`src/core/hbpwm_pkg.sv`:
```
/*
 * Constants, register map and types of the six-input half-bridge PWM control.
 * Assumes one 100 MHz clock and a plain word-addressed register port.
 */
package hbpwm_pkg;

    localparam int NB = 3;
    localparam int NIN = 6;
    localparam int ADDR_W = 4;
    localparam int DATA_W = 32;
    localparam int TIMER_W = 16;
    localparam int CNT_W = 4;
    localparam int ALT_W = 2;
    localparam int IRQ_W = 6;

    ////////////////////////////////////////////////////////////////////////
    // Register addresses (word index)
    localparam logic [ADDR_W-1:0] ADDR_CONFIG = 4'h0;
    localparam logic [ADDR_W-1:0] ADDR_MODE = 4'h1;
    localparam logic [ADDR_W-1:0] ADDR_CCP_ACT = 4'h2;
    localparam logic [ADDR_W-1:0] ADDR_CCP_FW = 4'h3;
    localparam logic [ADDR_W-1:0] ADDR_FREEWHEEL_OFF_TIMEOUT = 4'h4;
    localparam logic [ADDR_W-1:0] ADDR_REG_STATUS = 4'h5;
    localparam logic [ADDR_W-1:0] ADDR_IRQ_STATUS = 4'h6;
    localparam logic [ADDR_W-1:0] ADDR_IRQ_MASK = 4'h7;

    ////////////////////////////////////////////////////////////////////////
    // Field positions
    localparam int CFG_COUNT_BIT = 0;
    localparam int CFG_ROLE_BIT = 1;
    localparam int CFG_AGC_LSB = 2;
    localparam int CFG_POCHG_BIT = 4;
    localparam int MODE_EN_LSB = 0;
    localparam int MODE_FIELD_LSB = 4;
    localparam int IRQ_LOCK_LSB = 3;

    ////////////////////////////////////////////////////////////////////////
    // Bridge drive modes and gate control schemes
    localparam logic [1:0] MODE_PASSIVE_OFF = 2'h0;
    localparam logic [1:0] MODE_LS_ACTIVE = 2'h1;
    localparam logic [1:0] MODE_HS_ACTIVE = 2'h2;
    localparam logic [1:0] MODE_ACTIVE_OFF = 2'h3;
    localparam logic [1:0] AGC_OFF = 2'h0;
    localparam int AGC_ADAPTIVE_BIT = 1;

    ////////////////////////////////////////////////////////////////////////
    // Reset values and timing counts
    localparam logic [TIMER_W-1:0] CCP_ACT_RST = 16'h0032;
    localparam logic [TIMER_W-1:0] CCP_FW_RST = 16'h0032;
    localparam logic [TIMER_W-1:0] FREEWHEEL_OFF_TIMEOUT_RST = 16'h00C8;
    localparam logic [TIMER_W-1:0] WIN_MIN = 16'h0001;
    localparam logic [TIMER_W-1:0] TIMER_ZERO = 16'h0000;
    localparam logic [CNT_W-1:0] REG_THRESH = 4'h8;
    localparam logic [CNT_W-1:0] REG_CNT_MAX = 4'hF;
    localparam logic [CNT_W-1:0] REG_CNT_MIN = 4'h0;
    localparam logic [ALT_W-1:0] SIGN_CHANGES = 2'h3;

    typedef enum logic [3:0] {
        PH_IDLE = 4'b0001,
        PH_HS = 4'b0010,
        PH_LS = 4'b0100,
        PH_WAIT = 4'b1000
    } hbpwm_phase_t;

endpackage : hbpwm_pkg

```
`src/core/hbpwm_top.sv`:
```
/*
 * Six-input half-bridge PWM control: decoding, lockout windows, sequencing,
 * regulation status, registers and interrupt.
 * Assumes pulse inputs from an outside controller and a plain register port
 * with read data one cycle after the read strobe.
 */
`timescale 1ns/1ns
module hbpwm_top
    import hbpwm_pkg::*;
(
    input wire logic clk,
    input wire logic rst_b,
    input wire logic [hbpwm_pkg::NIN-1:0] pulse_in,
    input wire logic [hbpwm_pkg::ADDR_W-1:0] reg_addr,
    input wire logic [hbpwm_pkg::DATA_W-1:0] reg_wdata,
    input wire logic reg_wr,
    input wire logic reg_rd,
    output logic [hbpwm_pkg::DATA_W-1:0] reg_rdata,
    input wire logic [hbpwm_pkg::NB-1:0] meas_strobe,
    input wire logic [hbpwm_pkg::NB-1:0] on_match,
    input wire logic [hbpwm_pkg::NB-1:0] off_match,
    input wire logic [hbpwm_pkg::NB-1:0] on_err_neg,
    input wire logic [hbpwm_pkg::NB-1:0] off_err_neg,
    output logic [hbpwm_pkg::NB-1:0] high_side_switch,
    output logic [hbpwm_pkg::NB-1:0] low_side_switch,
    output logic [hbpwm_pkg::NB-1:0] active_hold_off,
    output logic [hbpwm_pkg::NB-1:0] max_sink_current,
    output logic [hbpwm_pkg::NB-1:0] delay_regulated_flag,
    output logic irq
);
    import hbpwm_pkg::*;

    typedef struct packed {
        hbpwm_phase_t [NB-1:0] phase;
        logic [NB-1:0][TIMER_W-1:0] win;
        logic [NB-1:0][TIMER_W-1:0] freewheel_off_timeout;
        logic [NB-1:0] last_hs;
        logic [NB-1:0] role_hs;
        logic input_count_select;
        logic role_detect_enable;
        logic [1:0] gate_control_scheme;
        logic postcharge_disable;
        logic [NB-1:0] bridge_pulse_enable;
        logic [NB-1:0][1:0] bridge_drive_mode;
        logic [TIMER_W-1:0] ccp_act;
        logic [TIMER_W-1:0] ccp_fw;
        logic [TIMER_W-1:0] freewheel_off_timeout_cfg;
        logic [NB-1:0] hs;
        logic [NB-1:0] ls;
        logic [NB-1:0] hold;
        logic [NB-1:0] sink;
        logic [NB-1:0] regflag;
        logic [IRQ_W-1:0] irq_status;
        logic [IRQ_W-1:0] irq_mask;
        logic [DATA_W-1:0] rdata;
        logic irq;
    } hbpwm_state_t;

    hbpwm_state_t q_reg;
    hbpwm_state_t q_next;

    logic [NIN-1:0] pulse_sync;
    logic [NB-1:0] req_hs;
    logic [NB-1:0] req_ls;
    logic [NB-1:0] run;
    logic [NB-1:0] regulated;

    ////////////////////////////////////////////////////////////////////////
    // Input synchronisation
    // Two-stage synchroniser
    hbpwm_sync u_sync (
        .clk(clk),
        .rst_b(rst_b),
        .async_in(pulse_in),
        .sync_out(pulse_sync)
    );

    ////////////////////////////////////////////////////////////////////////
    // Per-bridge decoding and regulation tracking
    genvar g;
    generate
        for (g = 0; g < NB; g++) begin : g_bridge
            logic odd_in;
            logic even_in;
            logic mode_hs;
            assign odd_in = pulse_sync[2*g];
            assign even_in = pulse_sync[2*g+1];
            assign mode_hs = (q_reg.bridge_drive_mode[g] == MODE_HS_ACTIVE);
            assign run[g] = q_reg.input_count_select
                            && q_reg.bridge_pulse_enable[g]
                            && ((q_reg.bridge_drive_mode[g] == MODE_LS_ACTIVE)
                                || mode_hs);
            assign req_hs[g] = run[g] && (mode_hs ? (odd_in && !even_in)
                                                  : (even_in && !odd_in));
            assign req_ls[g] = run[g] && (mode_hs ? (even_in && !odd_in)
                                                  : (odd_in && !even_in));
            hbpwm_regul u_regul (
                .clk(clk),
                .rst_b(rst_b),
                .cycle_strobe(meas_strobe[g]),
                .on_match(on_match[g]),
                .off_match(off_match[g]),
                .on_err_neg(on_err_neg[g]),
                .off_err_neg(off_err_neg[g]),
                .regulated(regulated[g])
            );
        end
    endgenerate

    ////////////////////////////////////////////////////////////////////////
    // Next-state logic
    always_comb begin
        logic seq_on;
        logic leave_active;
        logic freewheel_off_timeout_zero;
        logic [IRQ_W-1:0] events;
        logic [IRQ_W-1:0] clr;
        seq_on = 1'b0;
        leave_active = 1'b0;
        freewheel_off_timeout_zero = 1'b0;
        events = '0;
        clr = '0;
        q_next = q_reg;
        q_next.sink = '0;
        q_next.rdata = '0;
        // Sequencing only with gate control and post-charge
        seq_on = (q_reg.gate_control_scheme != AGC_OFF)
                 && !q_reg.postcharge_disable;
        for (int b = 0; b < NB; b++) begin
            freewheel_off_timeout_zero = (q_reg.freewheel_off_timeout[b] == TIMER_ZERO);
            if (!freewheel_off_timeout_zero) begin
                q_next.freewheel_off_timeout[b] = q_reg.freewheel_off_timeout[b] - 1'b1;
            end
            if (!q_reg.role_detect_enable) begin
                q_next.role_hs[b] =
                    (q_reg.bridge_drive_mode[b] == MODE_HS_ACTIVE);
            end
            leave_active = q_reg.phase[b] == PH_HS ? q_reg.role_hs[b]
                                                   : !q_reg.role_hs[b];
            if (!run[b]) begin
                q_next.phase[b] = PH_IDLE;
                q_next.hs[b] = 1'b0;
                q_next.ls[b] = 1'b0;
                q_next.win[b] = TIMER_ZERO;
                q_next.freewheel_off_timeout[b] = TIMER_ZERO;
                q_next.hold[b] =
                    (q_reg.bridge_drive_mode[b] == MODE_ACTIVE_OFF);
            end else begin
                q_next.hold[b] = 1'b0;
                case (q_reg.phase[b])
                    PH_IDLE: begin
                        if (req_hs[b]) begin
                            q_next.phase[b] = PH_HS;
                            q_next.hs[b] = 1'b1;
                            q_next.last_hs[b] = 1'b1;
                            // Detection by off-time of other side
                            if (q_reg.role_detect_enable) begin
                                q_next.role_hs[b] = freewheel_off_timeout_zero;
                            end
                            if (!q_reg.last_hs[b] && !freewheel_off_timeout_zero) begin
                                q_next.sink[b] = 1'b1;
                            end
                        end else if (req_ls[b]) begin
                            q_next.phase[b] = PH_LS;
                            q_next.ls[b] = 1'b1;
                            q_next.last_hs[b] = 1'b0;
                            if (q_reg.role_detect_enable) begin
                                q_next.role_hs[b] = !freewheel_off_timeout_zero;
                            end
                        end
                    end
                    PH_HS, PH_LS: begin
                        if ((q_reg.phase[b] == PH_HS) ? !req_hs[b]
                                                      : !req_ls[b]) begin
                            // Switch off before the other turns on
                            q_next.phase[b] = PH_WAIT;
                            q_next.hs[b] = 1'b0;
                            q_next.ls[b] = 1'b0;
                            q_next.freewheel_off_timeout[b] = q_reg.freewheel_off_timeout_cfg;
                            if (!seq_on) begin
                                q_next.win[b] = WIN_MIN;
                            end else if (leave_active) begin
                                q_next.win[b] = q_reg.ccp_act;
                            end else begin
                                q_next.win[b] = q_reg.ccp_fw;
                            end
                            if ((q_reg.phase[b] == PH_HS) ? req_ls[b]
                                                          : req_hs[b]) begin
                                events[IRQ_LOCK_LSB+b] = 1'b1;
                            end
                        end
                    end
                    PH_WAIT: begin
                        // High edge held until window ends
                        // Low edge held until window ends
                        if (q_reg.win[b] <= WIN_MIN) begin
                            q_next.win[b] = TIMER_ZERO;
                            q_next.phase[b] = PH_IDLE;
                        end else begin
                            q_next.win[b] = q_reg.win[b] - 1'b1;
                        end
                    end
                    default: begin
                        q_next.phase[b] = PH_IDLE;
                        q_next.hs[b] = 1'b0;
                        q_next.ls[b] = 1'b0;
                    end
                endcase
            end
            // Flag valid only in adaptive schemes
            q_next.regflag[b] = regulated[b]
                && q_reg.gate_control_scheme[AGC_ADAPTIVE_BIT];
            events[b] = q_next.regflag[b] && !q_reg.regflag[b];
        end

        // Register writes
        if (reg_wr) begin
            if (reg_addr == ADDR_CONFIG) begin
                q_next.input_count_select = reg_wdata[CFG_COUNT_BIT];
                q_next.role_detect_enable = reg_wdata[CFG_ROLE_BIT];
                q_next.gate_control_scheme =
                    reg_wdata[CFG_AGC_LSB +: 2];
                q_next.postcharge_disable = reg_wdata[CFG_POCHG_BIT];
            end else if (reg_addr == ADDR_MODE) begin
                q_next.bridge_pulse_enable = reg_wdata[MODE_EN_LSB +: NB];
                q_next.bridge_drive_mode = reg_wdata[MODE_FIELD_LSB +: 2*NB];
            end else if (reg_addr == ADDR_CCP_ACT) begin
                q_next.ccp_act = reg_wdata[TIMER_W-1:0];
            end else if (reg_addr == ADDR_CCP_FW) begin
                q_next.ccp_fw = reg_wdata[TIMER_W-1:0];
            end else if (reg_addr == ADDR_FREEWHEEL_OFF_TIMEOUT) begin
                q_next.freewheel_off_timeout_cfg = reg_wdata[TIMER_W-1:0];
            end else if (reg_addr == ADDR_IRQ_MASK) begin
                q_next.irq_mask = reg_wdata[IRQ_W-1:0];
            end
        end

        // Register reads; unmapped addresses read zero
        if (reg_rd) begin
            if (reg_addr == ADDR_CONFIG) begin
                q_next.rdata[CFG_COUNT_BIT] = q_reg.input_count_select;
                q_next.rdata[CFG_ROLE_BIT] = q_reg.role_detect_enable;
                q_next.rdata[CFG_AGC_LSB +: 2] = q_reg.gate_control_scheme;
                q_next.rdata[CFG_POCHG_BIT] = q_reg.postcharge_disable;
            end else if (reg_addr == ADDR_MODE) begin
                q_next.rdata[MODE_EN_LSB +: NB] = q_reg.bridge_pulse_enable;
                q_next.rdata[MODE_FIELD_LSB +: 2*NB] = q_reg.bridge_drive_mode;
            end else if (reg_addr == ADDR_CCP_ACT) begin
                q_next.rdata[TIMER_W-1:0] = q_reg.ccp_act;
            end else if (reg_addr == ADDR_CCP_FW) begin
                q_next.rdata[TIMER_W-1:0] = q_reg.ccp_fw;
            end else if (reg_addr == ADDR_FREEWHEEL_OFF_TIMEOUT) begin
                q_next.rdata[TIMER_W-1:0] = q_reg.freewheel_off_timeout_cfg;
            end else if (reg_addr == ADDR_REG_STATUS) begin
                q_next.rdata[NB-1:0] = q_reg.regflag;
            end else if (reg_addr == ADDR_IRQ_STATUS) begin
                q_next.rdata[IRQ_W-1:0] = q_reg.irq_status;
                clr = '1;
            end else if (reg_addr == ADDR_IRQ_MASK) begin
                q_next.rdata[IRQ_W-1:0] = q_reg.irq_mask;
            end
        end

        // Sticky status: a new event wins over the read clear
        q_next.irq_status = (q_reg.irq_status & ~clr) | events;
        q_next.irq = |(q_next.irq_status & q_next.irq_mask);
    end

    ////////////////////////////////////////////////////////////////////////
    // State register
    always_ff @(posedge clk) begin
        if (!rst_b) begin
            q_reg <= '0;
            q_reg.phase <= '{default: PH_IDLE};
            q_reg.ccp_act <= CCP_ACT_RST;
            q_reg.ccp_fw <= CCP_FW_RST;
            q_reg.freewheel_off_timeout_cfg <= FREEWHEEL_OFF_TIMEOUT_RST;
        end else begin
            q_reg <= q_next;
        end
    end

    ////////////////////////////////////////////////////////////////////////
    // Outputs
    assign reg_rdata = q_reg.rdata;
    assign high_side_switch = q_reg.hs;
    assign low_side_switch = q_reg.ls;
    assign active_hold_off = q_reg.hold;
    assign max_sink_current = q_reg.sink;
    assign delay_regulated_flag = q_reg.regflag;
    assign irq = q_reg.irq;

endmodule : hbpwm_top

```
`src/core/hbpwm_sync.sv`:
```
/*
 * Two-stage synchroniser for the six pulse inputs.
 * Assumes inputs may change at any time relative to clk.
 */
`timescale 1ns/1ns
module hbpwm_sync
    import hbpwm_pkg::*;
(
    input wire logic clk,
    input wire logic rst_b,
    input wire logic [hbpwm_pkg::NIN-1:0] async_in,
    output logic [hbpwm_pkg::NIN-1:0] sync_out
);
    import hbpwm_pkg::*;

    typedef struct packed {
        logic [NIN-1:0] s1;
        logic [NIN-1:0] s2;
    } hbpwm_sync_t;

    hbpwm_sync_t q_reg;
    hbpwm_sync_t q_next;

    always_comb begin
        q_next.s1 = async_in;
        q_next.s2 = q_reg.s1;
    end

    always_ff @(posedge clk) begin
        if (!rst_b) begin
            q_reg <= '0;
        end else begin
            q_reg <= q_next;
        end
    end

    assign sync_out = q_reg.s2;

endmodule : hbpwm_sync

```
`src/core/hbpwm_regul.sv`:
```
/*
 * Delay regulation tracker of one bridge.
 * Assumes one strobe per PWM cycle with match and error sign of each delay.
 */
`timescale 1ns/1ns
module hbpwm_regul
    import hbpwm_pkg::*;
(
    input wire logic clk,
    input wire logic rst_b,
    input wire logic cycle_strobe,
    input wire logic on_match,
    input wire logic off_match,
    input wire logic on_err_neg,
    input wire logic off_err_neg,
    output logic regulated
);
    import hbpwm_pkg::*;

    typedef struct packed {
        logic [CNT_W-1:0] on_cnt;
        logic [CNT_W-1:0] off_cnt;
        logic on_sign;
        logic off_sign;
        logic on_valid;
        logic off_valid;
        logic [ALT_W-1:0] on_alt;
        logic [ALT_W-1:0] off_alt;
        logic regulated;
    } hbpwm_regul_t;

    hbpwm_regul_t q_reg;
    hbpwm_regul_t q_next;

    always_comb begin
        q_next = q_reg;
        if (cycle_strobe) begin
            if (on_match) begin
                if (q_reg.on_cnt != REG_CNT_MAX) begin
                    q_next.on_cnt = q_reg.on_cnt + 1'b1;
                end
            end else if (q_reg.on_cnt != REG_CNT_MIN) begin
                q_next.on_cnt = q_reg.on_cnt - 1'b1;
            end
            if (off_match) begin
                if (q_reg.off_cnt != REG_CNT_MAX) begin
                    q_next.off_cnt = q_reg.off_cnt + 1'b1;
                end
            end else if (q_reg.off_cnt != REG_CNT_MIN) begin
                q_next.off_cnt = q_reg.off_cnt - 1'b1;
            end
            if (on_match) begin
                q_next.on_valid = 1'b0;
                q_next.on_alt = '0;
            end else begin
                q_next.on_valid = 1'b1;
                q_next.on_sign = on_err_neg;
                if (q_reg.on_valid && (on_err_neg != q_reg.on_sign)) begin
                    if (q_reg.on_alt != SIGN_CHANGES) begin
                        q_next.on_alt = q_reg.on_alt + 1'b1;
                    end
                end else begin
                    q_next.on_alt = '0;
                end
            end
            if (off_match) begin
                q_next.off_valid = 1'b0;
                q_next.off_alt = '0;
            end else begin
                q_next.off_valid = 1'b1;
                q_next.off_sign = off_err_neg;
                if (q_reg.off_valid && (off_err_neg != q_reg.off_sign)) begin
                    if (q_reg.off_alt != SIGN_CHANGES) begin
                        q_next.off_alt = q_reg.off_alt + 1'b1;
                    end
                end else begin
                    q_next.off_alt = '0;
                end
            end
        end
        q_next.regulated = ((q_next.on_cnt >= REG_THRESH)
                            && (q_next.off_cnt >= REG_THRESH))
                           || ((q_next.on_alt == SIGN_CHANGES)
                               && (q_next.off_alt == SIGN_CHANGES));
    end

    always_ff @(posedge clk) begin
        if (!rst_b) begin
            q_reg <= '0;
        end else begin
            q_reg <= q_next;
        end
    end

    assign regulated = q_reg.regulated;

endmodule : hbpwm_regul

```
`config.mk`:
```
export PLATFORM = sky130hd
export DESIGN_NAME = hbpwm_top
export DESIGN_NICKNAME = d
export VERILOG_FILES = /design/src/core/hbpwm_pkg.sv /design/src/core/hbpwm_top.sv /design/src/core/hbpwm_sync.sv /design/src/core/hbpwm_regul.sv
export SDC_FILE = /design/constraint.sdc
export NUM_CORES = 1
export LEC_CHECK = 0
export BUFFER_PORTS_ARGS = -buffer_cell sky130_fd_sc_hd__buf_2
export CORE_MARGIN = 5
export CORE_UTILIZATION = 40
export CTS_CLUSTER_SIZE = 24
export DETAILED_ROUTE_END_ITERATION = 16
export PLACE_DENSITY = 0.6
export SLEW_MARGIN = 20
export SYNTH_ARGS = -nofsm -noshare
export SYNTH_HDL_FRONTEND = slang
export SYNTH_HIERARCHICAL = 1
export SYNTH_SLANG_ARGS = --single-unit
```
`constraint.sdc`:
```
create_clock -name clk -period 2.85 [get_ports clk]
set_clock_uncertainty 0.2 [all_clocks]
set_input_delay 0.57 -clock clk [delete_from_list [all_inputs] [get_ports clk]]
set_output_delay 0.57 -clock clk [all_outputs]
set_load 0.01 [all_outputs]
```
==> flow_summary.json, run 1 <==
{
  "largest_reg_flops": 188,
  "grt_pass1_vias": 13300,
  "end_kind": "flop",
  "grtUsageTotal_pct": 20.4,
  "start_util_pct": 40.5,
  "leakage_nw": 6.88,
  "p_int_w": 0.00705,
  "grt_pass1_wl_um": 72700,
  "required_ns": 3.11,
  "synth.distinct_cells": 90,
  "post-route-util_pct": 45.7,
  "drt_iter0_markers": 1349,
  "fin_crit_sh_pct": 94.2,
  "relSlewSlack_pct": 28.9,
  "htree_levels": 2,
  "routed_wl_um": 46000,
  "vias": 14300,
  "postCtsSetupRepairBufs": 0,
  "die_h_um": 208,
  "drv_cap": 0,
  "drt-pass1-iter-count": 6,
  "hold_buffers": 0,
  "area.growth.synth_to_final_pct": 12.8,
  "ctsResizeCount": 0,
  "finalCriticalPeriod_ns": 2.68,
  "place_congestion": 0.895,
  "io_pins": 109,
  "fillers": 3796,
  "crit_type": "reg2reg",
  "path_max_fanout": 15,
  "dp_hpwl_um": 32800,
  "wire_per_inst_um": 18.2,
  "slew_violations": 0,
  "clock.fmax_ghz": 0.373,
  "swShare_pct": 23.6,
  "synthArstFlopShare_pct": 0,
  "cp.arrival_ns": 2.94,
  "synth_top_area_share_pct": 36.1,
  "antenna_left": 0,
  "worstMarginPinSlew_ns": 1.06,
  "power.switching_w": 0.00218,
  "clockBufferDepth": 3,
  "viasPerCell": 5.65,
  "p_per_area_mw_per_mm2": 521,
  "cts.clk_slew.worst_paths_ns": 0.06,
  "peakVddDrop_uv": 418,
  "overflow": 0,
  "yosysWarnings": 6,
  "fp.dieArea_mm2": 0.0433,
  "ys_seq_area_share_pct": 36.1,
  "rsz0062_at_grt": "false",
  "p_comb_share_pct": 6.9,
  "grt_max_degree": 62,
  "ys.flop_type": "dfxtp_1",
  "root_buffer": "clkbuf_16",
  "syn_area_mm2": 0.0157,
  "setup_tns_ns": 0,
  "rows": 72,
  "hold_class": "in2reg",
  "start_kind": "flop",
  "status": "complete, no violations",
  "final_layout_size_suffix_gt1_share_pct": 13.4,
  "antenna_cells": 0,
  "synth_top_area_cell": "dfxtp_1",
  "syn-instance-count": 1938,
  "hold_viol_final": 0,
  "drc": 0,
  "ys_ff_latch": 283,
  "nets": 2071,
  "p_clk_share_pct": 48.5,
  "preCtsSetupSlack_ns": 0.161,
  "cts-buffers-inserted": 34,
  "power_frac_seq_pct": 44.6,
  "die_w_um": 208,
  "cts_tree": "done",
  "finalSetupViolations": 0,
  "antenna_found_initial": 4,
  "worst_slack_ns": 0.167,
  "synth_edf_count": 0,
  "insertion_delay_ns": 0.53,
  "synth_area_leaders": "dfxtp_1, mux2i_1, nand2_1",
  "core_mm2": 0.0387,
  "io_buffers": 76,
  "clock-sinks": 283,
  "synth.avg_cell_area_um2": 8.10
}
## cell usage in the layout, fill, tap and decap left out, types with 11 or more instances in the layout
cell,instances
a21oi_1,163
o32ai_1,18
nand3_1,46
o22ai_1,27
inv_1,54
and2_1,14
xor2_1,26
buf_4,78
nor2_1,164
buf_2,76
nor3b_1,13
nand2_1,231
a211oi_1,28
nor2b_1,20
nor3_1,61
and3_1,11
conb_1,16
ha_1,30
xnor2_1,26
clkbuf_16,35
nor4_1,24
and3b_1,14
a31oi_1,15
o21ai_1,14
or3_1,16
a32o_1,16
nand2b_1,27
o211ai_1,12
o21ai_0,124
or4_1,11
dfxtp_1,283
nand3b_1,15
o21a_1,11
mux2i_1,96
## cells by family after synthesis
kind of cell,synth area share [%]
AO/OA/AOI/OAI,20.3
XOR/XNOR,3.11
adder cells (fa/ha/maj),2.39
buffers and inverters,7.23
flip-flops,36.1
multiplexers,6.77
other,0.0239
AND/OR/NAND/NOR,24.1
## cell usage after synthesis (5+ instances only)
cell	n
a211oi_1	28
buf_2	18
a311oi_1	6
a31oi_1	15
o31ai_1	7
o21ai_1	15
buf_6	11
nand4b_1	5
mux2i_1	96
or3_1	16
xnor2_1	26
nor2b_1	20
nand4_1	10
nand2_1	232
and2_2	8
and3b_1	14
a32o_1	16
nor4_1	24
o32ai_1	18
dfxtp_1	283
nor2_1	164
a21oi_1	163
o211ai_1	12
or2_2	5
clkbuf_1	84
nor4b_1	7
and3_1	11
o21ai_0	124
inv_1	55
o21a_1	11
or4_1	11
nor3_1	61
nand3_1	46
nand2b_1	27
a222oi_1	6
and2_1	14
xor2_1	26
o22ai_1	27
a221oi_1	6
nor3b_1	13
ha_1	30
nand3b_1	15
buf_4	51
a32oi_1	8
## per-layer routing
layer	track usage (%)	wire (um)	vias to the layer above
met1	28.4	21000	6699
met3	4.01	3140	101
met5	0	37	-
met4	8.54	2050	6
met2	30.9	19700	462
li1	-	-	6987
## through the flow
step / cell area, um2 / power, W / std cells / hold WS (ns)
after floorplan: 15800 / 0.00466 / 1953 / 0.191
after global placement: 16500 / 0.00481 / 2462 / 0.223
after detailed placement: 16500 / 0.00484 / 2462 / 0.226
after CTS: 17700 / 0.00933 / 2522 / 0.0436
after global routing: 17700 / 0.00959 / 2522 / 0.0686
final: 17700 / 0.00923 / 2522 / 0.0644
## worst max-delay path, cell delays in order, from the launching register on
cell	delay (ns)
dfxtp_1	0.35
inv_1	0.07
ha_1	0.30
and3b_1	0.38
o21a_1	0.28
o221a_2	0.25
a211o_1	0.43
o21ai_0	0.19
a21oi_1	0.18
## area by class of cell
class / instances / area [um2] / area share (%)
clock buffers: 50 / 982 / 5.55
clock inverters: 10 / 154 / 0.869
repair buffers: 159 / 1070 / 6.02
multi-input cells: 1447 / 8980 / 50.7
flip-flops and latches: 283 / 5670 / 32.0
well taps: 518 / 648 / 3.66
inverters: 55 / 206 / 1.17
## path summary, 6_finish.rpt
check	start	to	slack, ns	cells after the start
setup reg to reg	q_reg[112]	q_reg[223]	0.17	8
hold / removal	pulse_in[5]	u_sync/q_next[5]	0.06	2
hold reg to reg	q_reg[126]	max_sink_current[1]	0.23	1
setup / recovery	q_reg[112]	q_reg[223]	0.17	8
## power by group through the flow
stage	clock [W]	combinational [W]	sequential, W
finish	0.00447	0.000640	0.00411
global route	0.00475	0.000713	0.00412
CTS	0.00458	0.000640	0.00411
detailed placement	0	0.000638	0.00420
global placement	0	0.000619	0.00419
floorplan	0	0.000500	0.00416
(Power assumes the default switching activity.)
==> run 2: changes to the inputs <==
--- a/config.mk
+++ b/config.mk
@@ -5,12 +5,13 @@
 export SDC_FILE = /design/constraint.sdc
 export NUM_CORES = 1
 export LEC_CHECK = 0
+export ABC_AREA = 1
 export BUFFER_PORTS_ARGS = -buffer_cell sky130_fd_sc_hd__buf_2
 export CORE_MARGIN = 5
 export CORE_UTILIZATION = 40
 export CTS_CLUSTER_SIZE = 24
 export DETAILED_ROUTE_END_ITERATION = 16
-export PLACE_DENSITY = 0.6
+export PLACE_DENSITY = 0.62
 export SLEW_MARGIN = 20
 export SYNTH_ARGS = -nofsm -noshare
 export SYNTH_HDL_FRONTEND = slang
==> constraint.sdc (replaced) <==
create_clock -name clk -period 2.3 [get_ports clk]
set_clock_uncertainty 0.2 [all_clocks]
set_input_delay 0.46 -clock clk [delete_from_list [all_inputs] [get_ports clk]]
set_output_delay 0.46 -clock clk [all_outputs]
set_load 0.01 [all_outputs]
==> flow_summary.json, run 2 <==
{
  "cts-buffers-inserted": 34,
  "antenna_cells": 0,
  "vias": 15700,
  "cp.arrival_ns": 2.42,
  "yosysWarnings": 6,
  "status": "complete, no violations",
  "drv_cap": 0,
  "ys.flop_type": "dfxtp_1",
  "drc": 0,
  "setup_tns_ns": 0,
  "p_per_area_mw_per_mm2": 607,
  "grtUsageTotal_pct": 20.6,
  "layout_common_cells": "nand2_1, nor2_1, dfxtp_1",
  "synth_top_area_cell": "dfxtp_1",
  "synth_area_leaders": "dfxtp_1, nand2_1, nor2_1",
  "finalCriticalPeriod_ns": 2.15,
  "hold_class": "in2reg",
  "start_util_pct": 40.4,
  "synthArstFlopShare_pct": 0,
  "synth.avg_cell_area_um2": 6.64,
  "synth.distinct_cells": 48,
  "fillers": 4150,
  "area.growth.synth_to_final_pct": 13.6,
  "grt_max_degree": 57,
  "die_w_um": 210,
  "crit_type": "reg2reg",
  "peakVddDrop_uv": 551,
  "cp-endpoint": "q_reg[134]",
  "drt_iter0_markers": 1261,
  "io_buffers": 76,
  "critPathLaunch": "q_reg[108]",
  "clockBufferDepth": 3,
  "leakage_nw": 8.27,
  "fp.dieArea_mm2": 0.0442,
  "root_buffer": "clkbuf_16",
  "finalSetupViolations": 0,
  "ff2ff_setup_slack_ns": 0.15,
  "rows": 73,
  "seqCellArea_mm2": 0.00567,
  "cts_tree": "done",
  "path_max_fanout": 15,
  "dpl_cell_area_mm2": 0.0169,
  "core_mm2": 0.0396,
  "viasPerCell": 5.15,
  "nets": 2590,
  "antenna_left": 0,
  "cts.clk_slew.worst_paths_ns": 0.06,
  "clock-sinks": 283,
  "syn-instance-count": 2414,
  "dp_hpwl_um": 34900,
  "place_congestion": 0.925,
  "synth_most_common_cell": "nand2_1",
  "ys_ff_latch": 283,
  "antenna_found_initial": 0,
  "clock.fmax_ghz": 0.466,
  "grt_pass1_wl_um": 75300,
  "start_kind": "flop",
  "relSlewSlack_pct": 52.3,
  "fin_cells": 3046,
  "insertion_delay_ns": 0.53,
  "synth_top_area_share_pct": 35.4,
  "synth_edf_count": 0,
  "fin_crit_sh_pct": 93.4,
  "synthTopCellsByCount": "nand2_1, nor2_1, dfxtp_1, o21ai_0, inv_1",
  "multi_input_area_mm2": 0.00872,
  "drt-pass1-iter-count": 5,
  "io_pins": 109,
  "ys_seq_area_share_pct": 35.4,
  "final_common_cell": "nand2_1",
  "end_kind": "flop",
  "r2r-start": "q_reg[108]",
  "post-route-util_pct": 45.9,
  "worst-r2r-cell-count": 11,
  "overflow": 0,
  "largest_reg_flops": 188,
  "rr_endpoint": "q_reg[134]",
  "hold_viol_final": 0,
  "required_ns": 2.57,
  "worstMarginPinSlew_ns": 0.715,
  "grt_pass1_vias": 14700,
  "htree_levels": 2,
  "syn_area_mm2": 0.0160,
  "fin_area_mm2": 0.0182,
  "routed_wl_um": 46900,
  "wire_per_inst_um": 15.4,
  "die_h_um": 210,
  "post-place-cells": 2970,
  "final_layout_size_suffix_gt1_share_pct": 11.4,
  "slew_violations": 0
}
run 2: logic make-up (layout without fill, tap and decap cells):
group                    after synthesis  in the layout  share of synthesized area (%)
AND/OR/NAND/NOR                     1113           1113                           29.0
XOR/XNOR                              78             78                           4.26
other                                  1             16                         0.0234
flip-flops                           283            283                           35.4
adder cells (fa/ha/maj)               30             30                           2.34
AO/OA/AOI/OAI                        532            532                           18.3
buffers and inverters                377            469                           10.7
run 2: final cells by class:
type	instances	area share, %
clock buffers	48	5.30
inverters	253	5.32
flip-flops and latches	283	31.1
multi-input cells	1769	47.9
repair buffers	158	6.27
well taps	525	3.61
clock inverters	10	0.433
run 2: report_power, final:
part / switching, W / total [W] / leakage (nW) / internal, W
logic: 0.000502 / 0.000781 / 5.46 / 0.000279
registers: 0.000117 / 0.00511 / 2.29 / 0.00500
clock network: 0.00213 / 0.00516 / 0.521 / 0.00303
run 2: worst max-delay path, stage by stage, from the launching register on:
cell,delay [ns]
dfxtp_1,0.33
inv_1,0.06
ha_1,0.32
nor2_4,0.25
nand3_2,0.14
nand2_1,0.10
nand2_1,0.09
nand2_4,0.10
buf_4,0.15
clkbuf_16,0.17
o21ai_1,0.07
nor2_1,0.11
run 2: worst min path at each step:
stage	end	depth (start not counted)	startpoint
detailed placement	u_sync/sync_out[5]	2	u_sync/q_next[5]
finish	q_reg[71]	3	reg_wdata[11]
CTS	q_reg[71]	3	reg_wdata[11]
floorplan	u_sync/sync_out[0]	2	u_sync/q_next[0]
global route	q_reg[70]	3	reg_wdata[10]
global placement	u_sync/sync_out[5]	2	u_sync/q_next[5]
run 2: routing by layer:
layer	track usage [%]	part of all wire [%]
met1	27.9	46
met4	6.21	3.0
met5	0	0
met3	3.47	5.8
met2	34.0	45
run 2: timing repair:
item,CTS,global route
pin swaps,0,4
resized for setup,1,22
cloned,0,1
setup buffers,0,5
setup endpoints to repair,10,60
hold buffers,12,0
endpoints found under the hold margin,12,0
run 2: through the flow:
step | hold slack, ns | setup slack [ns] | power (W)
after global placement | 0.206 | 0.0628 | 0.00595
after global routing | 0.0636 | -0.00563 | 0.0115
after CTS | 0.0184 | 0.0299 | 0.0112
final | 0.0364 | 0.152 | 0.0111
after floorplan | 0.190 | 0.250 | 0.00574
after detailed placement | 0.204 | 0.0110 | 0.00597
==> run 3: changes to the inputs <==
--- a/config.mk
+++ b/config.mk
@@ -12,6 +12,7 @@
 export CTS_CLUSTER_SIZE = 24
 export DETAILED_ROUTE_END_ITERATION = 16
 export PLACE_DENSITY = 0.62
+export RECOVER_POWER = 100
 export SLEW_MARGIN = 20
 export SYNTH_ARGS = -nofsm -noshare
 export SYNTH_HDL_FRONTEND = slang
==> flow_summary.json, run 3 (synthesis results as in run 2) <==
{
  "status": "complete, no violations",
  "drt-pass1-iter-count": 6,
  "fp.dieArea_mm2": 0.0442,
  "cp.arrival_ns": 2.42,
  "crit_slowest_cell": "dfxtp_1",
  "path_common_cell": "nand2_1",
  "io_pins": 109,
  "htree_levels": 2,
  "grt_pass1_wl_um": 75300,
  "worst-r2r-cell-count": 11,
  "report.power.total_w": 0.0110,
  "rr_endpoint": "q_reg[134]",
  "rows": 73,
  "crit_chain": "inv_1 -> ha_1 -> nor2_4 -> nand3_2 -> nand2_1 -> nand2_1 -> nand2_4 -> buf_4 -> clkbuf_16 -> o21ai_1 -> nor2_1",
  "io_buffers": 76,
  "finalSetupViolations": 0,
  "core_mm2": 0.0396,
  "fin_cells": 3046,
  "fillers": 4164,
  "wire_per_inst_um": 15.4,
  "hp-start": "reg_wdata[11]",
  "end_kind": "flop",
  "leakage_nw": 8.25,
  "slew_violations": 0,
  "whs_endpoint": "q_reg[71]",
  "cts.clk_slew.worst_paths_ns": 0.06,
  "relSlewSlack_pct": 33.7,
  "worstMarginPinSlew_ns": 0.995,
  "grtUsageTotal_pct": 20.6,
  "largest_reg_flops": 188,
  "overflow": 0,
  "clock.fmax_ghz": 0.465,
  "nets": 2590,
  "post-place-cells": 2970,
  "vias": 15700,
  "viasPerCell": 5.14,
  "post-route-util_pct": 45.8,
  "area.growth.synth_to_final_pct": 13.2,
  "ff2ff_setup_slack_ns": 0.15,
  "fin_area_mm2": 0.0181,
  "critPathLaunch": "q_reg[108]",
  "layout_common_cells": "nand2_1, nor2_1, dfxtp_1",
  "place_congestion": 0.925,
  "grt_pass1_vias": 14700,
  "drc": 0,
  "drt_iter0_markers": 1308,
  "min_path_cells": 3,
  "dpl_cell_area_mm2": 0.0169,
  "path_max_fanout": 15,
  "insertion_delay_ns": 0.53,
  "antenna_cells": 0,
  "root_buffer": "clkbuf_16",
  "grt_max_degree": 57,
  "peakVddDrop_uv": 550,
  "final_common_cell": "nand2_1",
  "hold_viol_final": 0,
  "finalCriticalPeriod_ns": 2.15,
  "final_layout_size_suffix_gt1_share_pct": 10.8,
  "antenna_found_initial": 0,
  "clockBufferDepth": 3,
  "hold_class": "in2reg",
  "drv_cap": 0,
  "r2r-start": "q_reg[108]",
  "clock-sinks": 283,
  "die_h_um": 210,
  "antenna_left": 0,
  "fin_crit_sh_pct": 93.5,
  "start_util_pct": 40.4,
  "cts-buffers-inserted": 34,
  "p_per_area_mw_per_mm2": 609,
  "required_ns": 2.57,
  "crit_type": "reg2reg",
  "cts_tree": "done",
  "start_kind": "flop",
  "crit_path_max_incr_delay_ns": 0.33,
  "die_w_um": 210,
  "dp_hpwl_um": 34900,
  "routed_wl_um": 46900
}
==> run 3: layer usage <==
layer	track usage, %	vias to the layer above	routed length (um)
met3	3.47	80	3050
met2	34.0	451	21300
met5	0	-	0
met1	27.9	7168	21100
met4	6.21	0	1340
li1	-	7953	-
==> run 3: power breakdown <==
| group | internal [W] | total (W) | leakage [nW] | switching (W) |
|---|---|---|---|---|
| clock | 0.00303 | 0.00516 | 0.521 | 0.00213 |
| combinational | 0.000274 | 0.000775 | 5.44 | 0.000501 |
| sequential | 0.00500 | 0.00511 | 2.29 | 0.000116 |
| total | 0.00830 | 0.0110 | 8.25 | 0.00274 |
==> run 3: how the worst max path moves through the flow <==
| stage | slack (ns) | endpoint |
|---|---|---|
| 6_report | 0.15 | q_reg[134] |
| 5_1_grt | -0.006 | q_reg[190] |
| 4_1_cts | 0.03 | q_reg[144] |
| 3_5_place_dp | 0.01 | q_reg[177] |
| 3_3_place_gp | 0.06 | q_reg[180] |
| 2_1_floorplan | 0.25 | q_reg[222] |
==> run 3: layout make-up <==
type                    instances  area [um2]  area share, %
clock buffers                  48         965           5.32
repair buffers                158        1120           6.19
flip-flops and latches        283        5670           31.2
clock inverters                10        78.8          0.434
well taps                     525         657           3.62
inverters                     253         967           5.33
multi-input cells            1769        8690           47.9
==> run 3: through the flow <==
step	setup slack (ns)	setup TNS (ns)	hold WS, ns
final	0.149	0	0.0248
after global routing	-0.00560	-0.00560	0.0636
after CTS	0.0299	0	0.0184
after detailed placement	0.0110	0	0.204
after global placement	0.0628	0	0.206
after floorplan	0.250	0	0.190
==> run 3: timing repair <==
item                                    CTS  global route
endpoints found under the hold margin    12             0
pin swaps                                 0             4
resized for setup                         1            22
hold buffers                             12             0
setup buffers                             0             5
cloned                                    0             1
endpoints found under the setup margin   10            60
==> run 3: critical path: cells and delay by family (launching register included) <==
kind                       cells  cell delay [ns]
AOI/OAI and AO/OA              1             0.07
adders and majority gates      1             0.32
buffers and inverters          3             0.39
DFF                            1             0.33
and+or+nand+nor                6             0.78
